--- src/logic/gom_pkg.sv ---
// Purpose: constants and state types for the general-purpose output routing block
// Assumes: 8-bit register port, one core clock, synchronous active-low reset
// Notes: source codes are shared by every routed pin
package gom_pkg;

	localparam logic [7:0] OFS_GPIO2_SRC = 8'h55;
	localparam logic [7:0] OFS_LEVELS = 8'h56;
	localparam logic [7:0] OFS_POLARITY = 8'h57;
	localparam logic [7:0] OFS_DIE_ID = 8'h58;

	localparam logic [7:0] RST_GPIO2_SRC = 8'h00;
	localparam logic [7:0] RST_LEVELS = 8'h00;
	localparam logic [7:0] RST_POLARITY = 8'h00;

	localparam int SEL_MSB = 4;
	localparam int BIT_GPIO2 = 5;
	localparam int BIT_MUTE = 4;
	localparam int BIT_GPIO0 = 3;

	localparam logic [4:0] CODE_OFF = 5'h00;
	localparam logic [4:0] CODE_DSP = 5'h01;
	localparam logic [4:0] CODE_LEVEL = 5'h02;
	localparam logic [4:0] CODE_AMUTE_BOTH = 5'h03;
	localparam logic [4:0] CODE_AMUTE_L = 5'h04;
	localparam logic [4:0] CODE_CLK_INVALID = 5'h06;
	localparam logic [4:0] CODE_SDATA = 5'h07;
	localparam logic [4:0] CODE_AMUTE_ANA_L = 5'h08;
	localparam logic [4:0] CODE_AMUTE_ANA_R = 5'h09;
	localparam logic [4:0] CODE_PLL_LOCK = 5'h0A;
	localparam logic [4:0] CODE_CP_CLK = 5'h0B;
	localparam logic [4:0] CODE_UV_HIGH = 5'h0E;
	localparam logic [4:0] CODE_UV_LOW = 5'h0F;
	localparam logic [4:0] CODE_PLL_DIV4 = 5'h10;
	localparam logic [4:0] CODE_OSC_DIV4 = 5'h11;
	localparam logic [4:0] CODE_IMP_L = 5'h12;
	localparam logic [4:0] CODE_IMP_R = 5'h13;
	localparam logic [4:0] CODE_INT_UVP = 5'h14;
	localparam logic [4:0] CODE_OFFSET_CAL = 5'h15;
	localparam logic [4:0] CODE_CLK_ERR = 5'h16;
	localparam logic [4:0] CODE_CLK_CHG = 5'h17;
	localparam logic [4:0] CODE_CLK_MISS = 5'h18;
	localparam logic [4:0] CODE_CLK_HALT = 5'h19;
	localparam logic [4:0] CODE_BOOT_DONE = 5'h1A;
	localparam logic [4:0] CODE_CP_VALID_N = 5'h1B;

	localparam int CLK_DIVIDE = 4;

	typedef struct packed {
		logic [7:0] gpio2_src;
		logic [7:0] levels;
		logic [7:0] polarity;
		logic [7:0] rdata;
		logic rvalid;
	} gom_regs_type;

	typedef struct packed {
		logic level;
		logic oe_n;
	} gom_pin_type;

	typedef struct packed {
		logic prev;
		logic [7:0] count;
		logic out;
	} gom_div_type;

endpackage

--- src/logic/gom_top.sv ---
// Purpose: source selection, software levels and polarity for gpio2, gpio0 and mute pins
// Assumes: all flag and clock inputs are synchronous to clk
// Notes: register writes reach the pins two edges after the write strobe
`timescale 1ns/1ps
module gom_top
	import gom_pkg::*;
#(
	parameter logic [7:0] DIE_ID = 8'h5A // value is arbitrary
) (
	input wire logic clk, // core clock, 20 MHz
	input wire logic rst_n, // synchronous reset, active low
	input wire logic reg_wr, // register write strobe
	input wire logic reg_rd, // register read strobe
	input wire logic [7:0] reg_addr, // register offset
	input wire logic [7:0] reg_wdata, // write data
	output logic [7:0] reg_rdata, // read data, one cycle after reg_rd
	output logic reg_rvalid, // read data valid pulse
	input wire logic [4:0] gpio0_source_select, // gpio0 source code
	input wire logic [4:0] mute_source_select, // mute pin source code
	input wire logic gpio2_dir_out, // gpio2 set as output
	input wire logic gpio0_dir_out, // gpio0 set as output
	input wire logic dsp_gpio2, // processor gpio2 output
	input wire logic dsp_gpio0, // processor gpio0 output
	input wire logic dsp_mute, // processor mute output
	input wire logic auto_mute_l, // left auto-mute
	input wire logic auto_mute_r, // right auto-mute
	input wire logic clock_error, // clock error
	input wire logic clock_changing, // clock changing
	input wire logic clock_missing, // clock missing
	input wire logic clock_halt, // clock halt detected
	input wire logic serial_audio_out, // serial audio data out
	input wire logic analog_mute_l_n, // left analog mute, active low
	input wire logic analog_mute_r_n, // right analog mute, active low
	input wire logic pll_lock, // pll locked
	input wire logic charge_pump_clk, // charge pump clock
	input wire logic uv_high, // soft_mute_pin above upper threshold
	input wire logic uv_low, // soft_mute_pin above lower threshold
	input wire logic pll_clk, // pll clock, sampled
	input wire logic osc_clk, // oscillator clock, sampled
	input wire logic imp_sense_l, // left impedance sense
	input wire logic imp_sense_r, // right impedance sense
	input wire logic internal_uvp_n, // supply undervoltage, active low
	input wire logic offset_cal_busy, // offset calibration running
	input wire logic dsp_boot_done, // processor boot done
	input wire logic cp_valid_n, // charge pump valid, active low
	output logic gpio2_o, // gpio2 level
	output logic gpio2_oe_n, // gpio2 drive enable, active low
	output logic gpio0_o, // gpio0 level
	output logic gpio0_oe_n, // gpio0 drive enable, active low
	output logic mute_o // mute pin level
);

	////////////////////////////////////////////////////////////////////////
	// register file

	gom_regs_type st_q;
	gom_regs_type st_d;

	function automatic logic [7:0] read_mux(input logic [7:0] addr, input gom_regs_type r);
		logic [7:0] v;
		case (addr)
			OFS_GPIO2_SRC: v = r.gpio2_src;
			OFS_LEVELS: v = r.levels;
			OFS_POLARITY: v = r.polarity;
			OFS_DIE_ID: v = DIE_ID;
			default: v = 8'h00;
		endcase
		return v;
	endfunction

	always_comb begin
		st_d = st_q;
		st_d.rvalid = reg_rd;
		if (reg_rd) begin
			st_d.rdata = read_mux(reg_addr, st_q);
		end
		// reserved bits are kept and read back; the die id ignores writes
		if (reg_wr) begin
			case (reg_addr)
				OFS_GPIO2_SRC: st_d.gpio2_src = reg_wdata;
				OFS_LEVELS: st_d.levels = reg_wdata;
				OFS_POLARITY: st_d.polarity = reg_wdata;
				default: st_d.gpio2_src = st_q.gpio2_src;
			endcase
		end
	end

	always_ff @(posedge clk) begin
		if (!rst_n) begin
			st_q.gpio2_src <= RST_GPIO2_SRC;
			st_q.levels <= RST_LEVELS;
			st_q.polarity <= RST_POLARITY;
			st_q.rdata <= 8'h00;
			st_q.rvalid <= 1'b0;
		end else begin
			st_q <= st_d;
		end
	end

	assign reg_rdata = st_q.rdata;
	assign reg_rvalid = st_q.rvalid;

	////////////////////////////////////////////////////////////////////////
	// divided clocks

	logic pll_div4;
	logic osc_div4;

	gom_clk_div #(.DIVIDE(CLK_DIVIDE)) u_pll_div (
		.clk(clk),
		.rst_n(rst_n),
		.src_clk(pll_clk),
		.div_out(pll_div4)
	);

	gom_clk_div #(.DIVIDE(CLK_DIVIDE)) u_osc_div (
		.clk(clk),
		.rst_n(rst_n),
		.src_clk(osc_clk),
		.div_out(osc_div4)
	);

	////////////////////////////////////////////////////////////////////////
	// source tables, one per pin, same code map

	logic [31:0] common_tbl;

	always_comb begin
		common_tbl = 32'h0000_0000;
		common_tbl[CODE_AMUTE_BOTH] = auto_mute_l & auto_mute_r;
		common_tbl[CODE_AMUTE_L] = auto_mute_l;
		common_tbl[CODE_CLK_INVALID] = clock_error | clock_changing | clock_missing;
		common_tbl[CODE_SDATA] = serial_audio_out;
		common_tbl[CODE_AMUTE_ANA_L] = analog_mute_l_n;
		common_tbl[CODE_AMUTE_ANA_R] = analog_mute_r_n;
		common_tbl[CODE_PLL_LOCK] = pll_lock;
		common_tbl[CODE_CP_CLK] = charge_pump_clk;
		common_tbl[CODE_UV_HIGH] = uv_high;
		common_tbl[CODE_UV_LOW] = uv_low;
		common_tbl[CODE_PLL_DIV4] = pll_div4;
		common_tbl[CODE_OSC_DIV4] = osc_div4;
		common_tbl[CODE_IMP_L] = imp_sense_l;
		common_tbl[CODE_IMP_R] = imp_sense_r;
		common_tbl[CODE_INT_UVP] = internal_uvp_n;
		common_tbl[CODE_OFFSET_CAL] = offset_cal_busy;
		common_tbl[CODE_CLK_ERR] = clock_error;
		common_tbl[CODE_CLK_CHG] = clock_changing;
		common_tbl[CODE_CLK_MISS] = clock_missing;
		common_tbl[CODE_CLK_HALT] = clock_halt;
		common_tbl[CODE_BOOT_DONE] = dsp_boot_done;
		common_tbl[CODE_CP_VALID_N] = cp_valid_n;
	end

	// the per-pin entries sit at codes 01 and 02 only
	function automatic logic [31:0] pin_table(input logic [31:0] base, input logic dsp, input logic level);
		logic [31:0] t;
		t = base;
		t[CODE_OFF] = 1'b0;
		t[CODE_DSP] = dsp;
		t[CODE_LEVEL] = level;
		return t;
	endfunction

	logic [31:0] gpio2_tbl;
	logic [31:0] gpio0_tbl;
	logic [31:0] mute_tbl;

	assign gpio2_tbl = pin_table(common_tbl, dsp_gpio2, st_q.levels[BIT_GPIO2]);
	assign gpio0_tbl = pin_table(common_tbl, dsp_gpio0, st_q.levels[BIT_GPIO0]);
	assign mute_tbl = pin_table(common_tbl, dsp_mute, st_q.levels[BIT_MUTE]);

	////////////////////////////////////////////////////////////////////////
	// pin stages

	gom_pin_out u_gpio2 (
		.clk(clk),
		.rst_n(rst_n),
		.sel(st_q.gpio2_src[SEL_MSB:0]),
		.table_in(gpio2_tbl),
		.invert(st_q.polarity[BIT_GPIO2]),
		.dir_out(gpio2_dir_out),
		.pin_o(gpio2_o),
		.pin_oe_n(gpio2_oe_n)
	);

	gom_pin_out u_gpio0 (
		.clk(clk),
		.rst_n(rst_n),
		.sel(gpio0_source_select),
		.table_in(gpio0_tbl),
		.invert(st_q.polarity[BIT_GPIO0]),
		.dir_out(gpio0_dir_out),
		.pin_o(gpio0_o),
		.pin_oe_n(gpio0_oe_n)
	);

	// the mute pin has no direction control, it is always driven
	gom_pin_out u_mute (
		.clk(clk),
		.rst_n(rst_n),
		.sel(mute_source_select),
		.table_in(mute_tbl),
		.invert(st_q.polarity[BIT_MUTE]),
		.dir_out(1'b1),
		.pin_o(mute_o),
		.pin_oe_n()
	);
endmodule

--- src/logic/gom_clk_div.sv ---
// Purpose: divide a sampled clock-like input by an even ratio
// Assumes: input is synchronous and slower than half the core clock
// Notes: counts rising edges of the sampled level
`timescale 1ns/1ps
module gom_clk_div
	import gom_pkg::*;
#(
	parameter int DIVIDE = CLK_DIVIDE
) (
	input wire logic clk, // core clock
	input wire logic rst_n, // synchronous reset, active low
	input wire logic src_clk, // sampled clock to divide
	output logic div_out // divided clock
);

	gom_div_type st_q;
	gom_div_type st_d;

	// output toggles every DIVIDE/2 rising edges, so its period is DIVIDE input periods
	always_comb begin
		st_d = st_q;
		st_d.prev = src_clk;
		if (src_clk && !st_q.prev) begin
			if (st_q.count == 8'(DIVIDE / 2 - 1)) begin
				st_d.count = 8'h00;
				st_d.out = !st_q.out;
			end else begin
				st_d.count = st_q.count + 8'h01;
			end
		end
	end

	always_ff @(posedge clk) begin
		if (!rst_n) begin
			st_q <= '0;
		end else begin
			st_q <= st_d;
		end
	end

	assign div_out = st_q.out;

endmodule

--- src/logic/gom_pin_out.sv ---
// Purpose: registered output stage of one routed pin
// Assumes: source table already holds every code's signal
// Notes: output enable is low while the pin is driven
`timescale 1ns/1ps
module gom_pin_out
	import gom_pkg::*;
(
	input wire logic clk, // core clock
	input wire logic rst_n, // synchronous reset, active low
	input wire logic [4:0] sel, // source code
	input wire logic [31:0] table_in, // one signal per code
	input wire logic invert, // polarity control
	input wire logic dir_out, // pin set as output
	output logic pin_o, // pin level
	output logic pin_oe_n // pin drive enable, active low
);

	gom_pin_type st_q;
	gom_pin_type st_d;

	always_comb begin
		st_d.level = table_in[sel] ^ invert;
		st_d.oe_n = !dir_out;
	end

	always_ff @(posedge clk) begin
		if (!rst_n) begin
			st_q <= '{level: 1'b0, oe_n: 1'b1};
		end else begin
			st_q <= st_d;
		end
	end

	assign pin_o = st_q.level;
	assign pin_oe_n = st_q.oe_n;

endmodule

--- config.mk ---
export PLATFORM = sky130hd
export DESIGN_NAME = gom_top
export DESIGN_NICKNAME = d
export VERILOG_FILES = /design/src/logic/gom_pkg.sv /design/src/logic/gom_top.sv /design/src/logic/gom_clk_div.sv /design/src/logic/gom_pin_out.sv
export SDC_FILE = /design/constraint.sdc
export NUM_CORES = 1
export LEC_CHECK = 0
export ABC_AREA = 1
export BUFFER_PORTS_ARGS = -buffer_cell sky130_fd_sc_hd__buf_2
export CORE_MARGIN = 10
export CORE_UTILIZATION = 25
export CTS_CLUSTER_SIZE = 8
export DETAILED_ROUTE_END_ITERATION = 10
export MAX_ROUTING_LAYER = met4
export SYNTH_ARGS = -nofsm -noshare
export SYNTH_HDL_FRONTEND = slang
export SYNTH_SLANG_ARGS = --single-unit
--- constraint.sdc ---
create_clock -name clk -period 1.4 [get_ports clk]
set_clock_uncertainty 0.2 [all_clocks]
set_input_delay 0.28 -clock clk [delete_from_list [all_inputs] [get_ports clk]]
set_output_delay 0.28 -clock clk [all_outputs]
set_load 0.02 [all_outputs]
==> metrics.md <==
| Metric | Value |
|---|---|
| Status | complete, but fails checks |
| Failing checks | negative setup slack |
| Final Max Tran Viols | 0 |
| Most frequent cells in the layout | nand2_1, buf_2, inv_1 |
| Die area | roughly 0.019 sq mm |
| # H-tree levels | 3 |
| Critical path data required time | about 1.4 ns |
| Syn_nets | 581 |
| Critical Path End Type | flip-flop |
| Antenna cells | 0 |
| Placed cells | 798 |
| Placement Setup Slack | -0.2445 ns |
| Cell Pwr Density | around 850 mW/mm^2 |
| Synth top area cells | dfxtp_1, nand2_1, nand3_1 |
| Drt first pass iters | 4 |
| LEAKAGE | ~2.2 nW |
| Final Util | between 30% and 40% |
| Reg clk slew, reported paths | roughly 0.05 ns |
| Deepest clock path buffer count | 2 |
| EDFF count, synth | 0 |
| Post-layout min period | ~1.6 ns |
| Mapped cell area | ~0.0034 sq mm |
| Antenna-violating nets left | 0 |
| Routability cong. | ~0.9 |
| Hold_ws | 0.06508 ns |
| First-pass GRT wire length | between 15000 and 20000 um |
| Normalized max-slew margin | 67.20% |
| Leading area contributor after synthesis | dfxtp_1 |
| RSZ-0062 raised after global routing | yes |
| I/O pin count | 70 |
| Detail Placement HPWL | between 8000 and 9000 um |
| Multiplexer share of the synthesized area | less than 1% |
| Critical path arrival | roughly 1.6 ns |
| Drt drc | 0 |
| Share of the synthesized area in the top cell type | roughly 34% |
| TritonCTS clock tree | done |
| Initial antenna violation count | 0 |
| Fmax | between 0.6 and 0.7 GHz |
| Final Worst Setup Slack | -0.1772 ns |
| Root Driver | clkbuf_16 |
| Adder-cell share of the synthesized area | about 1.5% |
| Xor/xnor share of the synthesized area | around 1.3% |
| Finished Layout Cells | 830 |
| Fin crit share | 112.7% |
| Commonest non-fill, non-tap cell in the layout | nand2_1 |
| DRT iter0 DRCs | around 260 |
| Num Clock Sinks | 58 |
| Largest net degree at the start of global routing | 26 |
| Die width | between 100 and 150 um |
| Max Cap Viol | 0 |
| Synth Area in Compound Gates | roughly 16% |
| Register bit total from synthesis | between 50 and 60 |
| Core Region | between 0.01 and 0.015 sq mm |
| Post-route cell area | ~0.0050 sq mm |
| Fillers | 1448 |
| Crit-path max FO | 3 |
| Vias | approximately 3700 |
| Rows | 42 |
| Routed wire length | between 10000 and 15000 um |
| Chip height | 136.4 um |
| Synth warnings | 0 |
| Simple-Gate Fraction of Synth Area | between 30% and 40% |
| GRT Resource Usage Total | between 10% and 20% |
| Area growth, synth to finish | 47.41% |
| Final Hold Vio Count | 0 |
| Total CTS buffers | 9 |
| Hold Crit Class | in2reg |
| Layout cells sized above 1 | a little over a third |
| Largest family of logic cells by synthesized area | simple AND/OR/NAND/NOR gates |
| Setup tns final | -0.7152 ns |
| Top FF cell, synth | dfxtp_1 |
| Nature of the critical path startpoint | flip-flop |
| WS Path Type | reg2reg |
| Final setup violation count | 10 |
| Peak VDD IR | just under 0.6 mV |
| Placed cell areas | roughly 0.0043 sq mm |
| Mapped Cells | approximately 520 |
| Via density | ~4.4 |
| Post-synth cell types | 34 |
| I/O Buffers | 69 |
| FFs w/ async S/R, synth | 0% |
| Global route overflow | 0 |
| Routed length per instance | 12.84 um |
| Total power | between 4 and 5 mW |
| Initial Utilization | 25.57% |
| Syn_area_per_cell | 6.499 sq um |
| Part of the Yosys area used for sequential elements | 34.29% |
| Clock Latency Late Sink | about 0.32 ns |
| Vias in the first global route | between 3000 and 4000 |
| Slew @ Worst Pin | 0.4915 ns |
| Final net count | slightly above 700 |
worst max-delay path, cell delays in order, from the launching register on:
cell     delay [ns]
dfxtp_4        0.37
ha_4           0.13
inv_2          0.03
nor3_2         0.14
inv_1          0.09
nor2_2         0.15
nand2_2        0.08
nor2_2         0.09
xnor2_1        0.12
nor2_1         0.05
sequential cells by signal, indices dropped and copies added (netlist names), 8 cells and up:
signal / cells
st_q: 21
u_pll_div.st_q: 9
u_osc_div.st_q: 9
reg_rdata: 8
synth_stat cells (3+ instances only):
cell type    n
nand2_1    131
inv_1       71
nand3_1     61
dfxtp_1     58
a21oi_1     49
nor2_1      33
o21ai_0     27
o21ai_1     14
buf_2        8
buf_4        8
clkbuf_1     6
nor3_1       6
nor3b_1      5
o211ai_1     5
ha_1         4
inv_2        4
xor2_1       4
buf_6        3
nand4_1      3
nor3_4       3
report_power, final:
group / switching (mW) / internal (mW) / leakage (nW)
combinational: 0.355 / 0.287 / 1.62
clock: 0.719 / 1.17 / 0.129
sequential: 0.0267 / 1.69 / 0.476
total: 1.10 / 3.14 / 2.22
kinds of logic (layout without fill, tap and decap cells):
logic type                 Yosys count  after routing
xor gates and xnor gates             5              5
muxes                                1              1
and+or+nand+nor                    252            252
AOI/OAI and AO/OA                  101            101
adders and majority gates            4              4
buffers and inverters              100            233
DFF                                 58             58
area by class of cell:
class | count | area, sq um | share of cell area [%]
multi-input cells | 363 | 2053 | 41.14
flip-flops and latches | 58 | 1184 | 23.72
repair buffers | 143 | 982.2 | 19.68
inverters | 75 | 299.0 | 5.991
clock buffers | 11 | 232.7 | 4.663
well taps | 176 | 220.2 | 4.412
clock inverters | 4 | 20.02 | 0.4011
worst paths after layout:
check / start / slack [ns] / depth (start not counted) / end
worst min-delay path: reg_wdata[3] / 0.07 / 3 / st_q[28]$_SDFFE_PN0P_
worst max-delay path: u_pll_div.st_q[1]$_SDFFE_PN0P_ / -0.18 / 9 / u_pll_div.st_q[7]$_SDFFE_PN0P_
worst max register to register: u_pll_div.st_q[1]$_SDFFE_PN0P_ / -0.18 / 9 / u_pll_div.st_q[7]$_SDFFE_PN0P_
worst min register to register: st_q[10]$_SDFFE_PN0P_ / 0.25 / 2 / st_q[10]$_SDFFE_PN0P_
timing repair:
action	4_1_cts	5_1_grt
buffers inserted	11	3
resized for setup	20	51
hold endpoints to repair	3	0
hold buffers	3	0
pin swaps	15	19
setup endpoints to repair	17	23
routing by layer:
layer / share of wire (%) / up-vias / global-route usage, %
li1: - / 1937 / -
met1: 45 / 1651 / 14.22
met2: 50 / 71 / 18.66
met3: 3.8 / 8 / 3.063
met4: 1.3 / 0 / 3.136
met5: 0 / - / -
Power figures use the tool's default switching activity.
